## src/etm_pkg.sv

```systemverilog
package etm_pkg;

    // =====================================================================
    // Register map (byte addresses, one aligned word each)
    // =====================================================================
    localparam logic [7:0] ADDR_CTRL_ZERO = 8'h00;
    localparam logic [7:0] ADDR_CTRL_ONE = 8'h04;
    localparam logic [7:0] ADDR_COUNT = 8'h08;
    localparam logic [7:0] ADDR_CMP_A = 8'h0C;

    localparam logic [7:0] CTRL_ZERO_RESET = 8'h00;
    localparam logic [7:0] CTRL_ONE_RESET = 8'h00;
    localparam logic [9:0] CMP_A_RESET = 10'h000;

    // Field positions, control zero
    localparam int PAUSE_BIT = 7;
    localparam int CLK_SEL_LSB = 4;
    localparam int ON_BIT = 3;
    localparam int PERIOD_LSB = 0;
    // Field positions, control one
    localparam int MODE_LSB = 6;
    localparam int PIN_FN_LSB = 4;
    localparam int OUT_CTRL_BIT = 3;
    localparam int POLARITY_BIT = 2;
    localparam int DIR_BIT = 1;
    localparam int CLR_SEL_BIT = 0;

    // Prescaler ratios
    localparam int DIV_SYS = 4;
    localparam int DIV_HS_A = 16;
    localparam int DIV_HS_B = 64;

    localparam int COUNT_W = 10;
    localparam logic [1:0] AXI_OKAY = 2'b00;
    localparam logic [1:0] AXI_SLVERR = 2'b10;

    // =====================================================================
    // Enumerations
    // =====================================================================
    typedef enum logic [2:0]
    {
        CK_SYS_DIV4 = 3'b000,
        CK_SYS = 3'b001,
        CK_HS_DIV16 = 3'b010,
        CK_HS_DIV64 = 3'b011,
        CK_TBC = 3'b100,
        CK_RSVD = 3'b101,
        CK_EXT_RISE = 3'b110,
        CK_EXT_FALL = 3'b111
    } clk_sel_e;

    typedef enum logic [1:0]
    {
        MODE_COMPARE = 2'b00,
        MODE_CAPTURE = 2'b01,
        MODE_PWM = 2'b10,
        MODE_TIMER = 2'b11
    } chan_mode_e;

    // =====================================================================
    // Carriers
    // =====================================================================
    typedef struct packed
    {
        logic [7:0] awaddr;
        logic awvalid;
        logic [31:0] wdata;
        logic [3:0] wstrb;
        logic wvalid;
        logic bready;
        logic [7:0] araddr;
        logic arvalid;
        logic rready;
    } axi_req_s;

    typedef struct packed
    {
        logic awready;
        logic wready;
        logic [1:0] bresp;
        logic bvalid;
        logic arready;
        logic [31:0] rdata;
        logic [1:0] rresp;
        logic rvalid;
    } axi_rsp_s;

endpackage

```

## src/etm_ctrl.sv

```systemverilog
`timescale 1ns/1ps
// Summary of operation
// RULE1 - Pause bit high halts counting; low resumes normal counting.
// RULE2 - While paused counter holds; resumes from held value, not zero.
// RULE3 - Clock source field picks sys/4, sys, hs/16, hs/64, time-base, ext edges.
// RULE4 - Reserved clock code gives no clock; counter stays still.
// RULE5 - On bit rising clears counter; falling keeps residual value.
// RULE6 - On bit low stops counter and timer; high lets it run.
// RULE7 - Compare mode: on bit rising restores pin to initial level.
// RULE8 - Period value compared with counter bits 9..7; 128-clock multiples.
// RULE9 - Period value zero: no early clear, counter overflows at maximum.
// RULE10 - Mode field: compare, capture, PWM/single pulse, timer/counter.
// RULE11 - Software turns timer off before changing mode field.
// RULE12 - Software keeps pin output disabled in timer/counter mode.
// RULE13 - Compare match A: no change, low, high or toggle pin.
// RULE14 - PWM mode pin function: inactive, active, PWM, single pulse.
// RULE15 - Capture mode edge select: rising, falling, both, disabled.
// RULE16 - Match level equal to initial level shows no pin change.
// RULE17 - Software changes pin function in PWM only while timer off.
// RULE18 - Output control sets initial level or PWM active level.
// RULE19 - Polarity bit inverts pin output; no effect in timer mode.
// RULE20 - Read-only direction flag: 0 up, 1 down; writes ignored.
// RULE21 - Clear select 1: match A clears; 0: period match or overflow.
// RULE22 - Clear select ignored in PWM, single pulse and capture modes.
// RULE23 - Counter and compare values are ten bits, full width compare.
// RULE24 - Overflow or clearing match raises the timer event pulse.
module etm_ctrl
    import etm_pkg::*;
(
    input wire logic sys_clk,
    input wire logic rst,
    input wire axi_req_s axi_req,
    output axi_rsp_s axi_rsp,
    input wire logic hs_tick,
    input wire logic tbc_tick,
    input wire logic ext_count_in,
    input wire logic chan_a_pin_in,
    output logic chan_a_pin_out,
    output logic chan_a_pin_oe,
    output logic timer_event
);

    typedef struct packed
    {
        logic [7:0] ctrl0;
        logic [7:0] ctrl1;
        logic [9:0] cmp_a;
        logic [COUNT_W-1:0] count;
        logic on_prev;
        logic pin_raw;
        logic pulse_run;
        logic cap_prev;
        logic pin_out;
        logic pin_oe;
        logic event_p;
        logic aw_got;
        logic w_got;
        logic [7:0] aw_addr;
        logic [31:0] w_data;
        logic [3:0] w_strb;
        axi_rsp_s rsp;
    } ctrl_st_s;

    ctrl_st_s st_q;
    ctrl_st_s st_d;
    logic tick;

    // =====================================================================
    // Count clock source
    // =====================================================================
    etm_tick_gen u_tick
    (
        .sys_clk(sys_clk),
        .rst(rst),
        .clk_sel(st_q.ctrl0[CLK_SEL_LSB +: 3]),
        .hs_tick(hs_tick),
        .tbc_tick(tbc_tick),
        .ext_in(ext_count_in),
        .tick(tick)
    );

    // Field views of the control registers
    logic pause;
    logic timer_on;
    logic [2:0] period;
    chan_mode_e mode;
    logic [1:0] pin_fn;
    logic out_ctrl;
    logic polarity;
    logic clr_sel;
    assign pause = st_q.ctrl0[PAUSE_BIT];
    assign timer_on = st_q.ctrl0[ON_BIT];
    assign period = st_q.ctrl0[PERIOD_LSB +: 3];
    assign mode = chan_mode_e'(st_q.ctrl1[MODE_LSB +: 2]);
    assign pin_fn = st_q.ctrl1[PIN_FN_LSB +: 2];
    assign out_ctrl = st_q.ctrl1[OUT_CTRL_BIT];
    assign polarity = st_q.ctrl1[POLARITY_BIT];
    assign clr_sel = st_q.ctrl1[CLR_SEL_BIT];

    // =====================================================================
    // Next-state logic
    // =====================================================================
    // Bus handshake, counter, comparators and pin logic in one pass
    always_comb
    begin
        logic running;
        logic on_rise;
        logic match_a;
        logic match_p;
        logic at_max;
        logic clear_cnt;
        logic [COUNT_W-1:0] cnt_next;
        logic cap_edge;
        logic [31:0] wmask;
        logic [31:0] merged;
        running = 1'b0;
        on_rise = 1'b0;
        match_a = 1'b0;
        match_p = 1'b0;
        at_max = 1'b0;
        clear_cnt = 1'b0;
        cnt_next = '0;
        cap_edge = 1'b0;
        wmask = '0;
        merged = '0;
        st_d = st_q;
        st_d.event_p = 1'b0;
        st_d.on_prev = timer_on;
        st_d.cap_prev = chan_a_pin_in;

        // Counter: on bit edge clears, pause holds the residual value
        on_rise = timer_on && !st_q.on_prev; // RULE5
        running = timer_on && !pause && tick; // RULE1 RULE2 RULE6
        if (mode == MODE_PWM && pin_fn == 2'b11)
        begin
            running = running && st_q.pulse_run;
        end
        match_a = (st_q.count == st_q.cmp_a); // RULE23
        // Look one count ahead so each period step spans exactly 128 ticks
        cnt_next = st_q.count + 10'd1;
        match_p = (period != 3'b000) && (cnt_next[9:7] == period); // RULE8
        at_max = (st_q.count == '1);
        if (mode == MODE_COMPARE || mode == MODE_TIMER)
        begin
            // RULE21
            clear_cnt = clr_sel ? match_a : (period == 3'b000 ? at_max : match_p); // RULE9
        end
        else if (mode == MODE_CAPTURE)
        begin
            clear_cnt = (period == 3'b000) ? at_max : match_p; // RULE22
        end
        else
        begin
            clear_cnt = pin_fn == 2'b11 ? 1'b0 : (period == 3'b000 ? at_max : match_p); // RULE22
        end

        if (on_rise)
        begin
            st_d.count = '0; // RULE5
            st_d.pulse_run = 1'b1;
        end
        else if (running)
        begin
            if (clear_cnt)
            begin
                st_d.count = '0;
                st_d.event_p = 1'b1; // RULE24
            end
            else
            begin
                st_d.count = st_q.count + 10'd1;
            end
        end

        // Channel A pin behaviour by mode
        case (mode) // RULE10
            MODE_COMPARE:
            begin
                if (on_rise)
                begin
                    st_d.pin_raw = out_ctrl; // RULE7 RULE18
                end
                else if (running && match_a)
                begin
                    // Requested level equal to current gives no visible change
                    case (pin_fn) // RULE13 RULE16
                        2'b01: st_d.pin_raw = 1'b0;
                        2'b10: st_d.pin_raw = 1'b1;
                        2'b11: st_d.pin_raw = !st_q.pin_raw;
                        default: st_d.pin_raw = st_q.pin_raw;
                    endcase
                    if (clr_sel == 1'b0)
                    begin
                        st_d.event_p = 1'b1;
                    end
                end
            end
            MODE_PWM:
            begin
                // Active level comes from output control
                case (pin_fn) // RULE14 RULE18
                    2'b00: st_d.pin_raw = !out_ctrl;
                    2'b01: st_d.pin_raw = out_ctrl;
                    2'b10: st_d.pin_raw = timer_on && (st_q.count < st_q.cmp_a) ? out_ctrl
                                                                                : !out_ctrl;
                    default:
                    begin
                        if (running && match_a)
                        begin
                            st_d.pulse_run = 1'b0;
                            st_d.event_p = 1'b1;
                        end
                        st_d.pin_raw = (timer_on && st_d.pulse_run) ? out_ctrl : !out_ctrl;
                    end
                endcase
            end
            MODE_CAPTURE:
            begin
                case (pin_fn) // RULE15
                    2'b00: cap_edge = chan_a_pin_in && !st_q.cap_prev;
                    2'b01: cap_edge = !chan_a_pin_in && st_q.cap_prev;
                    2'b10: cap_edge = chan_a_pin_in != st_q.cap_prev;
                    default: cap_edge = 1'b0;
                endcase
                if (cap_edge && timer_on)
                begin
                    st_d.cmp_a = st_q.count;
                    st_d.event_p = 1'b1;
                end
            end
            default:
            begin
                st_d.pin_raw = st_q.pin_raw;
            end
        endcase

        // Polarity and enable; timer mode leaves the pin to the port logic
        st_d.pin_out = st_d.pin_raw ^ polarity; // RULE19
        st_d.pin_oe = (mode == MODE_COMPARE) || (mode == MODE_PWM);

        // AXI write: address and data taken in either order
        st_d.rsp.awready = 1'b0;
        st_d.rsp.wready = 1'b0;
        st_d.rsp.arready = 1'b0;
        if (axi_req.awvalid && !st_q.aw_got && !st_q.rsp.awready && !st_q.rsp.bvalid)
        begin
            st_d.rsp.awready = 1'b1;
            st_d.aw_got = 1'b1;
            st_d.aw_addr = axi_req.awaddr;
        end
        if (axi_req.wvalid && !st_q.w_got && !st_q.rsp.wready && !st_q.rsp.bvalid)
        begin
            st_d.rsp.wready = 1'b1;
            st_d.w_got = 1'b1;
            st_d.w_data = axi_req.wdata;
            st_d.w_strb = axi_req.wstrb;
        end
        if (st_q.aw_got && st_q.w_got && !st_q.rsp.bvalid)
        begin
            wmask = {{8{st_q.w_strb[3]}}, {8{st_q.w_strb[2]}},
                     {8{st_q.w_strb[1]}}, {8{st_q.w_strb[0]}}};
            st_d.aw_got = 1'b0;
            st_d.w_got = 1'b0;
            st_d.rsp.bvalid = 1'b1;
            st_d.rsp.bresp = AXI_OKAY;
            if (st_q.aw_addr == ADDR_CTRL_ZERO)
            begin
                merged = ({24'h00_0000, st_q.ctrl0} & ~wmask) | (st_q.w_data & wmask);
                st_d.ctrl0 = merged[7:0];
            end
            else if (st_q.aw_addr == ADDR_CTRL_ONE)
            begin
                merged = ({24'h00_0000, st_q.ctrl1} & ~wmask) | (st_q.w_data & wmask);
                st_d.ctrl1 = merged[7:0];
                st_d.ctrl1[DIR_BIT] = 1'b0; // RULE20
            end
            else if (st_q.aw_addr == ADDR_CMP_A)
            begin
                merged = ({22'h00_0000, st_q.cmp_a} & ~wmask) | (st_q.w_data & wmask);
                st_d.cmp_a = merged[9:0];
            end
            else if (st_q.aw_addr != ADDR_COUNT)
            begin
                st_d.rsp.bresp = AXI_SLVERR;
            end
        end
        else if (st_q.rsp.bvalid && axi_req.bready)
        begin
            st_d.rsp.bvalid = 1'b0;
        end

        // AXI read: data valid in the same cycle the address is taken
        if (axi_req.arvalid && !st_q.rsp.arready && !st_q.rsp.rvalid)
        begin
            st_d.rsp.arready = 1'b1;
            st_d.rsp.rvalid = 1'b1;
            st_d.rsp.rresp = AXI_OKAY;
            if (axi_req.araddr == ADDR_CTRL_ZERO)
            begin
                st_d.rsp.rdata = {24'h00_0000, st_q.ctrl0};
            end
            else if (axi_req.araddr == ADDR_CTRL_ONE)
            begin
                // Counter only counts up, so the direction flag reads zero
                st_d.rsp.rdata = {24'h00_0000, st_q.ctrl1}; // RULE20
            end
            else if (axi_req.araddr == ADDR_COUNT)
            begin
                st_d.rsp.rdata = {22'h00_0000, st_q.count};
            end
            else if (axi_req.araddr == ADDR_CMP_A)
            begin
                st_d.rsp.rdata = {22'h00_0000, st_q.cmp_a};
            end
            else
            begin
                st_d.rsp.rdata = 32'h0000_0000;
                st_d.rsp.rresp = AXI_SLVERR;
            end
        end
        else if (st_q.rsp.rvalid && axi_req.rready)
        begin
            st_d.rsp.rvalid = 1'b0;
        end
    end

    // =====================================================================
    // State register
    // =====================================================================
    always_ff @(posedge sys_clk)
    begin
        if (rst)
        begin
            st_q <= '0;
            st_q.ctrl0 <= CTRL_ZERO_RESET;
            st_q.ctrl1 <= CTRL_ONE_RESET;
            st_q.cmp_a <= CMP_A_RESET;
        end
        else
        begin
            st_q <= st_d;
        end
    end

    assign axi_rsp = st_q.rsp;
    assign chan_a_pin_out = st_q.pin_out;
    assign chan_a_pin_oe = st_q.pin_oe;
    assign timer_event = st_q.event_p;

endmodule

```

## src/etm_tick_gen.sv

```systemverilog
`timescale 1ns/1ps
// Produces the one-cycle count tick from the selected clock source
module etm_tick_gen
    import etm_pkg::*;
(
    input wire logic sys_clk,
    input wire logic rst,
    input wire logic [2:0] clk_sel,
    input wire logic hs_tick,
    input wire logic tbc_tick,
    input wire logic ext_in,
    output logic tick
);

    typedef struct packed
    {
        logic [1:0] sys_div;
        logic [5:0] hs_div;
        logic ext_prev;
        logic tick;
    } tick_st_s;

    tick_st_s st_q;
    tick_st_s st_d;

    // =====================================================================
    // Prescalers and source select
    // =====================================================================
    // Prescalers run free so a source switch does not need a restart
    always_comb
    begin
        st_d = st_q;
        st_d.sys_div = st_q.sys_div + 2'd1;
        st_d.ext_prev = ext_in;
        if (hs_tick)
        begin
            st_d.hs_div = st_q.hs_div + 6'd1;
        end
        case (clk_sel_e'(clk_sel)) // RULE3
            CK_SYS_DIV4: st_d.tick = (st_q.sys_div == 2'(DIV_SYS - 1));
            CK_SYS: st_d.tick = 1'b1;
            CK_HS_DIV16: st_d.tick = hs_tick && (st_q.hs_div[3:0] == 4'(DIV_HS_A - 1));
            CK_HS_DIV64: st_d.tick = hs_tick && (st_q.hs_div == 6'(DIV_HS_B - 1));
            CK_TBC: st_d.tick = tbc_tick;
            CK_EXT_RISE: st_d.tick = ext_in && !st_q.ext_prev;
            CK_EXT_FALL: st_d.tick = !ext_in && st_q.ext_prev;
            default: st_d.tick = 1'b0; // RULE4
        endcase
    end

    // State register
    always_ff @(posedge sys_clk)
    begin
        if (rst)
        begin
            st_q <= '0;
        end
        else
        begin
            st_q <= st_d;
        end
    end

    assign tick = st_q.tick;

endmodule

```

## config.mk

```make
export PLATFORM = sky130hd
export DESIGN_NAME = etm_ctrl
export DESIGN_NICKNAME = d
export VERILOG_FILES = /design/src/etm_pkg.sv /design/src/etm_ctrl.sv /design/src/etm_tick_gen.sv
export SDC_FILE = /design/constraint.sdc
export NUM_CORES = 1
export LEC_CHECK = 0
export BUFFER_PORTS_ARGS = -buffer_cell sky130_fd_sc_hd__buf_2
export CAP_MARGIN = 20
export CORE_MARGIN = 3
export CORE_UTILIZATION = 45
export DETAILED_ROUTE_END_ITERATION = 8
export PLACE_DENSITY = 0.71
export SLEW_MARGIN = 40
export SYNTH_ARGS = -nofsm -noshare
export SYNTH_HDL_FRONTEND = slang
export SYNTH_SLANG_ARGS = --single-unit
```

## constraint.sdc

```tcl
create_clock -name sys_clk -period 3.9 [get_ports sys_clk]
set_clock_uncertainty 0.2 [all_clocks]
set_input_delay 0 -clock sys_clk [delete_from_list [all_inputs] [get_ports sys_clk]]
set_output_delay 0 -clock sys_clk [all_outputs]
set_load 0.05 [all_outputs]
```

Word-level counts from Yosys, hierarchy flattened
Index checks and enable logic that the tools add are counted.
{"block": "totals", "ff_bits": 115, "latch_bits": 0, "mem_bits_rw": 0, "mem_bits_ro": 0, "in_bits": 63, "output_inout_bits": 44, "wordCells": 184, "memories": 0}
{"block": "op_classes", "add_sub_neg": 3, "n_mul": 0, "div_mod_pow": 0, "order_cmp": 1, "n_eq_ne": 25, "n_shift": 0, "muxes": 58, "bitwise_logic": 10, "reduce_logical": 59}
{"op": "$mux W10", "n": 11}
{"op": "$mux W35", "n": 1}
{"op": "$mux W1", "n": 32}
{"op": "$logic_and A1 B1 Y1", "n": 28}
{"op": "$eq A8 B4 Y1 const B", "n": 3}
{"op": "$and A10 B10 Y10", "n": 2}
{"op": "$and A8 B8 Y8", "n": 2}
{"op": "$eq A8 B3 Y1 const B", "n": 2}
{"op": "$logic_not A8 Y1", "n": 2}
{"op": "$mux W2", "n": 8}
{"op": "$or A8 B8 Y8", "n": 2}
{"op": "$logic_not A1 Y1", "n": 15}
{"op": "$pmux W1 S3", "n": 4}
{"op": "$add A10 B1 Y10 const B", "n": 1}
{"op": "$eq A10 B10 Y1", "n": 1}
{"op": "$eq A10 B10 Y1 const B", "n": 1}
{"op": "$eq A2 B2 Y1 const B", "n": 5}
{"op": "$lt A10 B10 Y1", "n": 1}
{"op": "$not A10 Y10", "n": 1}
{"op": "$or A10 B10 Y10", "n": 1}
{"op": "$eq A3 B3 Y1 const B", "n": 3}
{"op": "$ne A8 B4 Y1 const B", "n": 1}
{"op": "$pmux W1 S7", "n": 1}
{"op": "$add A6 B1 Y6 const B", "n": 1}
{"op": "other kinds (20)", "n": 27}

Longest topological paths before layout
{"block": "depth", "ltp_word": 14, "mapped_depth": 9, "mapped_depth_nobuf": 9}

Hierarchy
From an unflattened synthesis, not the netlist that was laid out.
{"block": "hier_totals", "hier_cells": 544, "hier_area_um2": 4729.5}
{"module": "etm_ctrl", "n_inst": 1, "cells_each": 502, "area_per_inst_um2": 4307.9, "seq_area_each_um2": 1621.6}
{"module": "etm_tick_gen", "n_inst": 1, "cells_each": 42, "area_per_inst_um2": 421.7, "seq_area_each_um2": 200.2}

Least setup slack after synthesis
No wires, ideal clock.
{"block": "synth_timing", "path_type": "reg2reg", "start": "register st_q[99] in the netlist's numbering", "end": "register st_q, in the netlist chan_a_pin_out", "setup_ps": 121, "arrival_ps": 2047, "required_time_ps": 3579, "slack_ps": 1531, "stages_incl_launch_ff": 9, "path_buffers": 0, "period_less_slack_ps": 2369, "cell_sequence": "dfxtp_1 -> ha_1 -> nand4_1 -> nor3_1 -> nand2_1 -> o2111ai_1 -> nand2_1 -> a2111oi_4 -> mux2_4"}
{"block": "synth_between", "elab_chain_len": 10, "word_cells_on_any_way": 15, "cone_classes": "1 x order compare; 1 x eq/ne; 9 x mux; 1 x bitwise; 3 x reduce/logical"}
{"item": "from (decl)", "line": "etm_ctrl.sv:64", "text": "ctrl_st_s st_q;"}
{"item": "from (signal assigned)", "line": "etm_ctrl.sv:341", "text": "st_q <= st_d;"}
{"item": "$eq A10 B10 Y1", "line": "etm_ctrl.sv:138", "text": "match_a = (st_q.count == st_q.cmp_a);"}
{"item": "$logic_and A1 B1 Y1", "line": "etm_ctrl.sv:183, etm_ctrl.sv:208"}
{"item": "$mux W1", "line": "etm_ctrl.sv:208", "text": "if (running && match_a)"}
{"item": "$mux W1", "line": "etm_ctrl.sv:201", "text": "case (pin_fn)"}
{"item": "$mux W1", "line": "etm_ctrl.sv:176", "text": "case (mode)"}
{"item": "$logic_and A1 B1 Y1", "line": "etm_ctrl.sv:213", "text": "st_d.pin_raw = (timer_on && st_d.pulse_run) ? out_ctrl : !out_ctrl;"}
{"item": "$mux W1", "line": "etm_ctrl.sv:213"}
{"item": "$pmux W1 S3", "line": "etm_ctrl.sv:201"}
{"item": "$pmux W1 S2 (*)", "line": "etm_ctrl.sv:176"}
{"item": "$xor A1 B1 Y1 (*)", "line": "etm_ctrl.sv:238", "text": "st_d.pin_out = st_d.pin_raw ^ polarity;"}
Mark *: on every way between the ends. The rest lies on a longest branch, timed or not. The select of a mux whose other input is x is not followed.
A chain may end at the register's enable or synchronous reset.

Final worst setup path
{"block": "layout_timing", "start": "register st_q[102] in the netlist's numbering", "end": "register st_q, in the netlist chan_a_pin_out"}
Same word-level chain as after synthesis.

==> metrics.yaml <==
timing:
  maxSlewHeadroom_pct: 45.6
  fmax_ghz: 0.346
  maxSlewViolCount: 0
  setup_viol: 0
  fin_crit_ps: 2890
  final.setup.tns_ps: 0
  period_share_pct: 74.0
  grt_setup_unrepaired: "no"
  worst_pin_slew_ps: 816
  hold_viol: 0
place:
  dp.cells: 700
  dp_hpwl_um: 7560
  port_buffers: 58
  place_congestion: 0.912
floorplanning:
  die_y_um: 107
  dieArea_mm2: 0.0115
  coreArea_mm2: 0.00986
  dieWidth_um: 107
  start_util_pct: 46.8
  rows: 36
  ios: 107
logic_synthesis:
  synth_edf_count: 0
  ys_async_sr_fraction_pct: 0
  synthFlopType: "dfxtp_1"
  syn-cell-area_mm2: 0.00462
  syn_inst: 548
  avgSynthCellArea_um2: 8.43
  yosysSeqAreaShare_pct: 39.4
  yosys_register_bits: 91
  ys_types: 57
  synth_warnings: 0
clocking:
  clock_sinks: 91
  ctsHtreeMaxLevel: 3
  post_cts.repair.setup_buffers: 0
  cts_tree: "done"
  clk_pin_slew_ps: 90
  clock_latency_ps: 370
  cts_hold_buf: 54
  clock-root-buffer: "clkbuf_8"
  cts_buffer_depth: 2
  cts_resized: 0
  cts_buffers: 9
route:
  first_pass_iters: 4
  wire_per_inst_um: 14.4
  route.detailed.drc: 0
  met1Wirelength_um: 4800
  ant_nets: 0
  route.met2.wl_um: 5460
  wl_um: 11100
  vias: 4058
  wl_met3_um: 616
  vias_per_cell: 5.27
  routed.top_layer: "met4"
  drtIter0Drc: 253
grt:
  grt_pass1_wl_um: 18600
  grt-ovfl-total: 0
  grt_max_degree: 80
  antenna_found_initial: 0
  grt_use_total_pct: 20.0
  grt_pass1_vias: 3905
worst_setup_path:
  worst_path_max_delay_cell: "nor3_1"
  path_class: "flip-flop to flip-flop"
  path_cells: "ha_1 > nand4_1 > nor3_1 > nand2_1 > o2111ai_1 > nand2_1 > a2111oi_4 > mux2_4"
  slowest_delay_ps: 530
  path_buf_inv: 0
  worstPathMaxFanout: 7
  cp_top_family: "simple AND/OR/NAND/NOR gates"
  critPathLaunchType: "flip-flop"
  cp.arrival_ps: 2950
  path_common_cell: "nand2_1"
  cp-end-kind: "flip-flop"
  required_ps: 3960
outcome:
  status: "complete, no violations"
final_layout:
  layout_common_cells: "dfxtp_1, nand2_1, nor2_1, buf_2, dlygate4sd3_1"
  finalNonFillerCells: 770
  finalNetCount: 714
  antenna_cells: 0
  area_delta_synth_final_pct: 20.5
  final_common_cell: "dfxtp_1"
  drive_gt1_share_pct: 14.4
  final_core_util_pct: 56.4
power:
  ir_drop_mv: 0.157
  p_leak_nw: 2.24
  power.density_mw_per_mm2: 349
run:
  cap_viol_max_count: 0
hold_path:
  min_path_type: "input pin to flip-flop"
per-stage QoR:
step	hold WS, ps	power [mW]	area [um^2]	worst slack (ps)
finish	37.0	1.94	5570	1010
global route	74.4	2.02	5570	828
CTS	29.8	1.95	5560	961
detailed placement	20.6	1.20	4800	991
global placement	14.9	1.19	4780	1130
floorplan	-71.8	1.17	4710	1530
path summary, 6_finish.rpt:
check             cells after the start        endpoint  slack [ps]           start
setup / recovery                      8  chan_a_pin_out        1010       st_q[102]
hold / removal                        4      axi_rsp[8]          40      axi_req[5]
setup reg to reg                      8  chan_a_pin_out        1010       st_q[102]
hold reg to reg                       1  u_tick.st_q[8]         220  u_tick.st_q[8]
cell usage after synthesis (all sizes together), types with 3 or more instances:
cell type	n	share of area [%]
xor2	9	1.7
mux4	7	3.5
a22oi	8	1.3
clkbuf	17	1.4
nand2	76	6.2
dfxtp	91	39
nor2	66	5.4
o22ai	11	1.5
or3	5	0.68
mux2i	13	2.8
nand2b	4	0.54
a21oi	41	4.4
nand4	10	1.5
nor3	22	2.5
a21o	3	0.49
o21ai	12	1.3
buf	47	7.3
nor4	5	1.0
nor4b	3	0.57
xnor2	6	1.1
ha	19	5.1
nand3	10	1.1
nor2b	12	1.6
inv	21	1.7
cells by family after synthesis:
group / synth area share (%)
AOI/OAI and AO/OA: 12.5
xor gates and xnor gates: 2.84
adders and majority gates: 5.15
buffers and inverters: 10.4
DFF: 39.4
muxes: 6.64
other: 0.0812
and+or+nand+nor: 22.9
final cells by class:
type | count | area, um^2
Timing Repair Buffer | 114 | 846
Clock inverter | 6 | 96.3
Fill cell | 829 | 4300
Sequential cell | 91 | 1820
Tap cell | 133 | 166
Multi-Input combinational cell | 395 | 2430
Clock buffer | 10 | 128
Inverter | 21 | 78.8
worst min-delay path: cells and delay by family:
kind	cells	cell delay, ps
compound gates	1	60
buf+inv	1	190
mux	1	240
simple gates	1	70
layer usage:
layer  vias up  global-route usage [%]
met5         -                       0
met1      1915                    25.0
met2       115                    34.3
li1       2009                       -
met4         0                    6.58
met3        19                    4.14
power by group:
group	total [mW]	internal, mW	switching (mW)
Combinational	0.242	0.0921	0.150
Clock	0.718	0.369	0.349
Sequential	0.984	0.957	0.0268
No activity file was read; power rests on OpenSTA's default activity.
